--- config.mk ---
export PLATFORM = sky130hd
export DESIGN_NAME = clock_controller
export DESIGN_NICKNAME = d
export VERILOG_FILES = /design/src/clock_ctrl_pkg.sv /design/src/tick_div_if.sv /design/src/clock_controller.sv /design/src/tick_divider.sv
export SDC_FILE = /design/constraint.sdc
export NUM_CORES = 1
export LEC_CHECK = 0
export ABC_AREA = 1
export BUFFER_PORTS_ARGS = -buffer_cell sky130_fd_sc_hd__buf_4
export CAP_MARGIN = 0
export CORE_MARGIN = 1
export CORE_UTILIZATION = 30
export CTS_BUF_LIST = sky130_fd_sc_hd__clkbuf_16
export DETAILED_ROUTE_END_ITERATION = 6
export PLACE_DENSITY = 0.54
export SLEW_MARGIN = 10
export SYNTH_ARGS = -nofsm -noshare
export SYNTH_HDL_FRONTEND = slang
export SYNTH_SLANG_ARGS = --single-unit
--- constraint.sdc ---
create_clock -name pclk -period 3.3 [get_ports pclk]
set_clock_uncertainty 0.15 [all_clocks]
set_input_delay 0.99 -clock pclk [delete_from_list [all_inputs] [get_ports pclk]]
set_output_delay 0.99 -clock pclk [all_outputs]
set_load 0.02 [all_outputs]
--- src/clock_ctrl_pkg.sv ---
/*
 * Constants for the core and peripheral clock controller: register
 * offsets on the APB window, field positions, reset values and modes.
 * Assumes a 32-bit APB with one aligned word per register.
 */
package clock_ctrl_pkg;

   // Register byte offsets
   localparam logic [7:0] SOURCE_SEL_OFFSET  = 8'h00;
   localparam logic [7:0] RELOAD_OFFSET      = 8'h04;
   localparam logic [7:0] SPEED_CFG_OFFSET   = 8'h08;
   localparam logic [7:0] CARD_DIV_OFFSET    = 8'h0C;
   localparam logic [7:0] ALT_DIV_OFFSET     = 8'h10;
   localparam logic [7:0] CONV_DIV_OFFSET    = 8'h14;
   localparam logic [7:0] POWER_MODE_OFFSET  = 8'h18;
   localparam logic [7:0] PLL_CTRL_OFFSET    = 8'h1C;

   // Speed configuration and PLL control field positions
   localparam int DOUBLE_SPEED_POS = 0;
   localparam int T0_X2_POS        = 1;
   localparam int T1_X2_POS        = 2;
   localparam int UART_X2_POS      = 3;
   localparam int WD_X2_POS        = 4;
   localparam int SPI_X2_POS       = 5;
   localparam int PLL_EN_POS       = 0;
   localparam int PLL_LOCK_POS     = 1;

   // Reset values
   localparam logic       SOURCE_SEL_RESET = 1'b0;
   localparam logic [3:0] RELOAD_RESET     = 4'hF;
   localparam logic [5:0] SPEED_CFG_RESET  = 6'h00;
   localparam logic [5:0] CARD_DIV_RESET   = 6'h00;
   localparam logic [1:0] ALT_DIV_RESET    = 2'h0;
   localparam logic [3:0] CONV_DIV_RESET   = 4'h0;

   // Divider arithmetic
   localparam logic [7:0] MAIN_RELOAD_SPAN = 8'h10;
   localparam logic [7:0] CARD_HALF_BASE   = 8'h04;
   localparam int         DIV_W            = 8;
   localparam int         NUM_DIV          = 5;
   localparam int         DIV_MAIN         = 0;
   localparam int         DIV_CARD         = 1;
   localparam int         DIV_ALT          = 2;
   localparam int         DIV_CONV         = 3;
   localparam int         DIV_USB          = 4;

   // Power reduction modes
   typedef enum logic [1:0]
   {
      PM_RUN        = 2'h0,
      PM_IDLE       = 2'h1,
      PM_POWER_DOWN = 2'h3
   } power_mode_t;

endpackage

--- src/tick_div_if.sv ---
/*
 * Carrier between the controller and one tick divider: source tick,
 * half-period length, divided level and its rising pulse.
 * Assumes both ends run on the same pclk.
 */
`timescale 1ns/1ps
interface tick_div_if #(parameter int W = 8);
   logic         src_tick;
   logic [W-1:0] half;
   logic         level;
   logic         rise;

   modport ctrl
   (
      output src_tick,
      output half,
      input  level,
      input  rise
   );
   modport div
   (
      input  src_tick,
      input  half,
      output level,
      output rise
   );
endinterface

--- src/clock_controller.sv ---
/*
 * Core and peripheral clock controller. Crystal and PLL clocks arrive
 * as pins, are sampled on pclk and turned into tick strobes; every
 * generated clock leaves as a registered one-cycle enable or a divided
 * level. Registers sit on an APB slave with no wait states.
 * Assumes the crystal and PLL pins toggle at under a quarter of pclk.
 */
`timescale 1ns/1ps

module clock_controller
   import clock_ctrl_pkg::*;
(
   input  wire logic        pclk,
   input  wire logic        presetn,
   input  wire logic        psel,
   input  wire logic        penable,
   input  wire logic        pwrite,
   input  wire logic [7:0]  paddr,
   input  wire logic [31:0] pwdata,
   output wire logic [31:0] prdata,
   output wire logic        pready,
   output wire logic        pslverr,
   input  wire logic        crystal_input_pin,
   input  wire logic        pll_clock_pin,
   input  wire logic        pll_lock_pin,
   output wire logic        pll_enable,
   output wire logic        core_clock,
   output wire logic        peripheral_bus_clock,
   output wire logic        timer0_clock,
   output wire logic        timer1_clock,
   output wire logic        uart_clock,
   output wire logic        watchdog_clock,
   output wire logic        serial_periph_clock,
   output wire logic        usb_clock,
   output wire logic        card_protocol_clock,
   output wire logic        alt_card_clock,
   output wire logic        converter_clock
);
   typedef struct packed
   {
      logic [2:0]  xtal_sync;
      logic [2:0]  pll_sync;
      logic [1:0]  lock_sync;
      logic        clock_source_select;
      logic [3:0]  main_divider_reload;
      logic [5:0]  speed_cfg;
      logic [5:0]  card_clock_divider;
      logic [1:0]  alt_clock_div_sel;
      logic [3:0]  converter_clock_divider;
      power_mode_t power_mode;
      logic        pll_en;
      logic        act_source;
      logic        act_double;
      logic [31:0] rdata;
      logic [6:0]  ticks;
      logic [2:0]  levels;
      logic        usb;
   } ctrl_state_t;

   ctrl_state_t state;
   ctrl_state_t next_state;
   logic        xtal_tick;
   logic        pll_tick;
   logic        src_tick;
   logic        core_tick;
   logic        periph_div_tick;
   logic        setup;
   logic        wr_access;
   logic        run_ok;
   logic        idle_ok;

   tick_div_if #(.W(DIV_W)) div_link [NUM_DIV] ();

   // Known register decode, used only for the slave error on reads and writes
   function automatic logic mapped(input logic [7:0] a);
      case (a)
         SOURCE_SEL_OFFSET, RELOAD_OFFSET, SPEED_CFG_OFFSET,
         CARD_DIV_OFFSET, ALT_DIV_OFFSET, CONV_DIV_OFFSET,
         POWER_MODE_OFFSET, PLL_CTRL_OFFSET: mapped = 1'b1;
         default: mapped = 1'b0;
      endcase
   endfunction

   // Per-peripheral choice: divided tick, or raw source in double speed when its X2 bit is clear
   function automatic logic periph_pick(input logic x2_bit,
                                        input logic dbl,
                                        input logic raw,
                                        input logic divd);
      periph_pick = (dbl && !x2_bit) ? raw : divd;
   endfunction

   genvar gi;
   generate
      for (gi = 0; gi < NUM_DIV; gi++)
      begin : g_div
         tick_divider #(.W(DIV_W)) u_div
         (
            .pclk    (pclk),
            .presetn (presetn),
            .port    (div_link[gi].div)
         );
      end
   endgenerate

   // Edges are taken from the second and third sync stages only
   assign xtal_tick = state.xtal_sync[1] & ~state.xtal_sync[2];
   assign pll_tick  = state.pll_sync[1] & ~state.pll_sync[2];
   assign src_tick  = state.act_source ? pll_tick : xtal_tick;
   assign core_tick = state.act_double ? xtal_tick
                                       : div_link[DIV_MAIN].rise;
   assign periph_div_tick = div_link[DIV_MAIN].rise;

   // Divider feeds
   assign div_link[DIV_MAIN].src_tick = src_tick;
   assign div_link[DIV_MAIN].half =
      MAIN_RELOAD_SPAN - {4'h0, state.main_divider_reload};
   assign div_link[DIV_CARD].src_tick = pll_tick;
   assign div_link[DIV_CARD].half =
      CARD_HALF_BASE + {2'h0, state.card_clock_divider};
   assign div_link[DIV_ALT].src_tick = periph_div_tick;
   assign div_link[DIV_ALT].half = (state.alt_clock_div_sel == 2'h0)
      ? 8'h01 : DIV_W'(1 << (state.alt_clock_div_sel - 2'h1));
   assign div_link[DIV_CONV].src_tick = xtal_tick;
   assign div_link[DIV_CONV].half =
      {4'h0, state.converter_clock_divider} + 8'h01;
   assign div_link[DIV_USB].src_tick = pll_tick;
   assign div_link[DIV_USB].half = 8'h01;

   assign setup     = psel & ~penable;
   assign wr_access = psel & penable & pwrite;
   assign run_ok    = (state.power_mode == PM_RUN);
   assign idle_ok   = (state.power_mode != PM_POWER_DOWN);

   // Sync, register writes, read capture and clock output registers
   always_comb
   begin
      next_state = state;
      next_state.xtal_sync = {state.xtal_sync[1:0], crystal_input_pin};
      next_state.pll_sync  = {state.pll_sync[1:0], pll_clock_pin};
      next_state.lock_sync = {state.lock_sync[0], pll_lock_pin};
      if (div_link[DIV_MAIN].rise || !state.act_double)
      begin
         next_state.act_source = state.clock_source_select;
         next_state.act_double = state.speed_cfg[DOUBLE_SPEED_POS];
      end
      if (wr_access)
      begin
         case (paddr)
            SOURCE_SEL_OFFSET:
               if (!(pwdata[0] && state.speed_cfg[DOUBLE_SPEED_POS]))
                  next_state.clock_source_select = pwdata[0];
            RELOAD_OFFSET:
               next_state.main_divider_reload = pwdata[3:0];
            SPEED_CFG_OFFSET:
               if (!(pwdata[DOUBLE_SPEED_POS] && state.clock_source_select))
                  next_state.speed_cfg = pwdata[5:0];
            CARD_DIV_OFFSET:
               next_state.card_clock_divider = pwdata[5:0];
            ALT_DIV_OFFSET:
               next_state.alt_clock_div_sel = pwdata[1:0];
            CONV_DIV_OFFSET:
               next_state.converter_clock_divider = pwdata[3:0];
            POWER_MODE_OFFSET:
               next_state.power_mode = (pwdata[1:0] == 2'h2)
                  ? state.power_mode : power_mode_t'(pwdata[1:0]);
            PLL_CTRL_OFFSET:
               next_state.pll_en = pwdata[PLL_EN_POS];
            default: ;
         endcase
      end
      if (setup)
      begin
         case (paddr)
            SOURCE_SEL_OFFSET:
               next_state.rdata = {31'h0, state.clock_source_select};
            RELOAD_OFFSET:
               next_state.rdata = {28'h0, state.main_divider_reload};
            SPEED_CFG_OFFSET:
               next_state.rdata = {26'h0, state.speed_cfg};
            CARD_DIV_OFFSET:
               next_state.rdata = {26'h0, state.card_clock_divider};
            ALT_DIV_OFFSET:
               next_state.rdata = {30'h0, state.alt_clock_div_sel};
            CONV_DIV_OFFSET:
               next_state.rdata = {28'h0, state.converter_clock_divider};
            POWER_MODE_OFFSET:
               next_state.rdata = {30'h0, state.power_mode};
            PLL_CTRL_OFFSET:
               next_state.rdata = {30'h0, state.lock_sync[1], state.pll_en};
            default:
               next_state.rdata = 32'h0;
         endcase
      end
      // Gating by power mode; idle stops the core only
      next_state.ticks[0] = core_tick & run_ok;
      next_state.ticks[1] = core_tick & idle_ok;
      next_state.ticks[2] = idle_ok & periph_pick(
         state.speed_cfg[T0_X2_POS], state.act_double, src_tick,
         periph_div_tick);
      next_state.ticks[3] = idle_ok & periph_pick(
         state.speed_cfg[T1_X2_POS], state.act_double, src_tick,
         periph_div_tick);
      next_state.ticks[4] = idle_ok & periph_pick(
         state.speed_cfg[UART_X2_POS], state.act_double, src_tick,
         periph_div_tick);
      next_state.ticks[5] = idle_ok & periph_pick(
         state.speed_cfg[WD_X2_POS], state.act_double, src_tick,
         periph_div_tick);
      next_state.ticks[6] = idle_ok & periph_pick(
         state.speed_cfg[SPI_X2_POS], state.act_double, src_tick,
         periph_div_tick);
      next_state.levels[0] = div_link[DIV_CARD].level & idle_ok;
      next_state.levels[1] = (state.alt_clock_div_sel == 2'h0)
         ? (periph_div_tick & idle_ok)
         : (div_link[DIV_ALT].level & idle_ok);
      next_state.levels[2] = div_link[DIV_CONV].level & idle_ok;
      // USB tick is the PLL halved, registered so no runt
      next_state.usb = div_link[DIV_USB].rise & idle_ok;
   end

   always_ff @(posedge pclk or negedge presetn)
   begin
      if (!presetn)
      begin
         state <= '0;
         state.clock_source_select     <= SOURCE_SEL_RESET;
         state.main_divider_reload     <= RELOAD_RESET;
         state.speed_cfg               <= SPEED_CFG_RESET;
         state.card_clock_divider      <= CARD_DIV_RESET;
         state.alt_clock_div_sel       <= ALT_DIV_RESET;
         state.converter_clock_divider <= CONV_DIV_RESET;
         state.power_mode              <= PM_RUN;
      end
      else
         state <= next_state;
   end

   assign prdata    = state.rdata;
   assign pready    = 1'b1;   // Zero wait states
   assign pslverr   = psel & penable & ~mapped(paddr);
   assign pll_enable           = state.pll_en;
   assign core_clock           = state.ticks[0];
   assign peripheral_bus_clock = state.ticks[1];
   assign timer0_clock         = state.ticks[2];
   assign timer1_clock         = state.ticks[3];
   assign uart_clock           = state.ticks[4];
   assign watchdog_clock       = state.ticks[5];
   assign serial_periph_clock  = state.ticks[6];
   assign usb_clock            = state.usb;
   assign card_protocol_clock  = state.levels[0];
   assign alt_card_clock       = state.levels[1];
   assign converter_clock      = state.levels[2];
endmodule

--- src/tick_divider.sv ---
/*
 * Divides a stream of source ticks into a 50 percent duty level and a
 * one-cycle pulse at each rising edge of that level.
 * Assumes half is at least one; zero is served as one.
 */
`timescale 1ns/1ps
module tick_divider
   import clock_ctrl_pkg::*;
#(
   parameter int W = 8
)
(
   input wire logic   pclk,
   input wire logic   presetn,
   tick_div_if.div    port
);
   typedef struct packed
   {
      logic [W-1:0] cnt;
      logic [W-1:0] half_q;
      logic         level;
      logic         rise;
   } div_state_t;

   div_state_t state;
   div_state_t next_state;

   // Widths under two leave no room for a count
   if (W < 2)
   begin : g_width_check
      $error("tick_divider width too small");
   end

   // New ratio taken only at the end of a high phase, so no runt pulse
   always_comb
   begin
      next_state = state;
      next_state.rise = 1'b0;
      if (port.src_tick)
      begin
         if (state.cnt + 1'b1 >= state.half_q)
         begin
            next_state.cnt = '0;
            next_state.level = ~state.level;
            next_state.rise = ~state.level;
            if (state.level)
               next_state.half_q = (port.half == '0) ? W'(1) : port.half;
         end
         else
            next_state.cnt = state.cnt + 1'b1;
      end
   end

   always_ff @(posedge pclk or negedge presetn)
   begin
      if (!presetn)
         state <= '{cnt: '0, half_q: W'(1), level: 1'b0, rise: 1'b0};
      else
         state <= next_state;
   end

   assign port.level = state.level;
   assign port.rise  = state.rise;
endmodule
==> results.md <==
- Final setup violation count: 0
- Clk sinks: 121
- N_diodes: 0
- Reg clk slew, reported paths: around 0.06 ns
- Clock Tree Root: clkbuf_16
- Nature of the critical path startpoint: primary input
- Syn_area_per_cell: 8.184 sq um
- Global-route wire length before repair: 23.56 mm
- Worst setup path endpoint: pslverr
- Remaining DRCs: 0
- H-tree depth: 4
- Max rail drop VDD: 0.0003101 V
- Fraction of layout cells with a size suffix above 1: between 10% and 20%
- Top FF cell, synth: dfrtp_1
- Commonest non-fill, non-tap cells in the layout: 228 x nand2_1, 117 x inv_1, 113 x dfrtp_1, 55 x nor2_1, 47 x o21ai_0
- Fin Hold WS: 0.1985 ns
- Static Leak: around 3.8 nW
- EDFF count, synth: 0
- Met2 Use GR: a little over a fifth
- Flop2flop setup slack: 0.58 ns
- M3 GR Usage: 3.445%
- Max Fclk: 0.3486 GHz
- Routed via count: 4946
- Post-route ant nets: 0
- Initial DRC count: 219
- Placer Congestion: 0.7633
- Crit-path max FO: 2
- Final WL: 13.68 mm
- Max-slew violations: 0
- GRT Resource Usage Total: 13.48%
- R2R depth: 15
- Slowest stage delay, CP: 0.16 ns
- Critical Path, Cell by Cell: buf_4 -> nor2_1 -> nand2_1 -> o211ai_1 -> inv_1 -> buf_4
- Cell Pwr Density: ~620 nW/um^2
- CP Launch Point: paddr[5]
- Worst EP arrival: between 1.5 and 2 ns
- RSZ-0062 raised after global routing: no
- Largest net degree at the start of global routing: 38
- Setup ws final: 0.4315 ns
- CTS Hold Buffers Added: 0
- Hold crit path type: flop to flop
- Via density: about 4.4
- Final non-filler cell area: 7567 sq um
- Final net count: 918
- Worst r2r dst: g_div[1].u_div.state[4]$_DFFE_PN0P_
- Clock latency on the worst-skew pair: 0.42 ns
- Placed Cells: 1093
- Post-Syn Instances: ~800
- Fin crit period: ~2.9 ns
- Kind of critical path: primary input to output port
- Relative slew slack: 52.65%
- Dpl ws: 0.4013 ns
- Vias in the first global route: 4767
- Starting Density: 30.81%
- Die width: 149.6 um
- Worst Max-Slew Pin Slew: approximately 0.7 ns
- WL/cell: between 10 and 15 um
- R2r startpoint: g_div[1].u_div.state[10]$_DFFE_PN0P_
- Total placed instance area: 6983 sq um
- DP HPWL: between 9 and 10 mm
- Syn Std Cell Area: around 6500 sq um
- Port bufs: 40
- Core Footprint: 21220 sq um
- TritonRoute pass-1 iters: 5
- Standard-cell rows: 53
- Max-Cap Viols: 0
- Required time worst endpoint: 2.16 ns
- Synthesized flop and latch total: 121
- Final period utilization: 86.92%
- Layout Cells excl Fill: 1125
- Initial antenna violation count: 0
- Die height: between 100 and 150 um
- Synth cell types: 42
- Run status: finished clean
- Register area: 3038 sq um
- CTS tree: built
- CTS Buf Count: 17
- Commonest non-fill, non-tap cell in the layout: nand2_1
- Grt peak-use layer: met2
- Most frequent CP cell: buf_4
- Final Hold Viols: 0
- Met1 Use GR: 17.83%
- Resized Gates After CTS: 0
- Area Overhead vs Synth: 15.73%
- Register area share after synthesis: a little under half
- Multi-input gate area: 2795 sq um
- Post-CTS Setup Repair Bufs: 0
- Post-synth ARST share: 100.0%
- Worst path slowest cell: nor2_1
- Final TNS setup: 0 ns
- CP Capture Type: output port
- GR Overflow Total: 0
- Die area: around 22000 sq um
- IO Pins: 94
- Synth warnings: 0
- Fillers: 2222
- Clk buf depth: 2
## power breakdown
part           total, mW  internal, mW  switching [mW]
logic               1.04         0.342           0.698
clock network       1.84          1.17           0.673
registers           1.82          1.66           0.157
total               4.70          3.17            1.53
## stage by stage
stage	utilization (%)	power [mW]
2_1_floorplan	-	2.684
3_3_place_gp	32.91	2.880
3_5_place_dp	32.91	2.899
4_1_cts	35.66	4.775
5_1_grt	35.66	5.004
6_report	35.66	4.704
## Yosys cell counts (2+ instances only)
cell type,n,share of area (%)
a21oi_1,6,0.46
inv_1,117,6.7
o311ai_0,5,0.67
nand3b_1,4,0.46
conb_1,2,0.11
nand3_1,28,2.1
ha_1,33,6.3
dfrtp_1,113,43
buf_2,3,0.23
buf_6,5,0.86
o21ai_1,15,1.1
o21ai_0,47,3.6
nand2_2,3,0.29
nand3_2,5,0.77
o21ai_2,3,0.40
nor3_1,4,0.31
nor2_2,5,0.48
o211ai_1,4,0.46
buf_4,33,3.8
xor2_1,13,1.7
nand4_1,25,2.4
clkbuf_1,9,0.52
dfstp_2,8,3.2
xnor2_1,5,0.67
o22ai_2,3,0.57
nor2_1,55,3.2
o22ai_1,2,0.19
nor3b_1,2,0.23
nand2_1,228,13
a22o_1,2,0.27
## how the worst min path moves through the flow
stage	start	end	slack (ns)	cells past startpoint
floorplan	next_state[74]$_DFF_PN0_	next_state[75]$_DFF_PN0_	0.18	0
global placement	next_state[77]$_DFF_PN0_	next_state[78]$_DFF_PN0_	0.18	0
detailed placement	next_state[74]$_DFF_PN0_	next_state[75]$_DFF_PN0_	0.19	0
CTS	next_state[74]$_DFF_PN0_	next_state[75]$_DFF_PN0_	0.20	0
global route	next_state[72]$_DFF_PN0_	state[72]$_DFF_PN0_	0.21	0
finish	next_state[72]$_DFF_PN0_	state[72]$_DFF_PN0_	0.20	0
## area by class of cell
| cell class | instances | share of cell area (%) |
|---|---|---|
| Multi-Input combinational cell | 534 | 36.94 |
| Clock inverter | 15 | 2.100 |
| Timing Repair Buffer | 45 | 4.795 |
| Sequential cell | 121 | 40.15 |
| Inverter | 118 | 5.853 |
| Tap cell | 275 | 4.547 |
| Clock buffer | 17 | 5.622 |
## worst max-delay path, delay by kind of cell
family / cells / cell delay [ns]
buf+inv: 3 / 0.30
simple gates: 2 / 0.27
compound gates: 1 / 0.16
## sequential cells by signal (all words and copies together), names as in the netlist, 2 cells and up
| register | flops |
|---|---|
| g_div.u_div.state | 61 |
| state | 30 |
| prdata | 6 |
| g_div.u_div.port.level | 5 |
| next_state | 5 |
| g_div.u_div.port.rise | 2 |
## metal layers
layer,up-vias,routed length (um)
li1,2555,-
met1,2309,6662
met2,69,6327
met3,13,510
met4,0,184
met5,-,0
## kinds of logic (layout without fill, tap and decap cells)
group                    count (synthesis)  after routing  synth area share, %
AND/OR/NAND/NOR                        363            363                23.92
AO/OA/AOI/OAI                           93             93                8.554
flip-flops                             121            121                46.46
buffers and inverters                  169            195                12.23
other                                    2             27               0.1149
adder cells (fa/ha/maj)                 33             33                6.315
XOR/XNOR                                18             18                2.411
No activity file was read; power rests on OpenSTA's default activity.
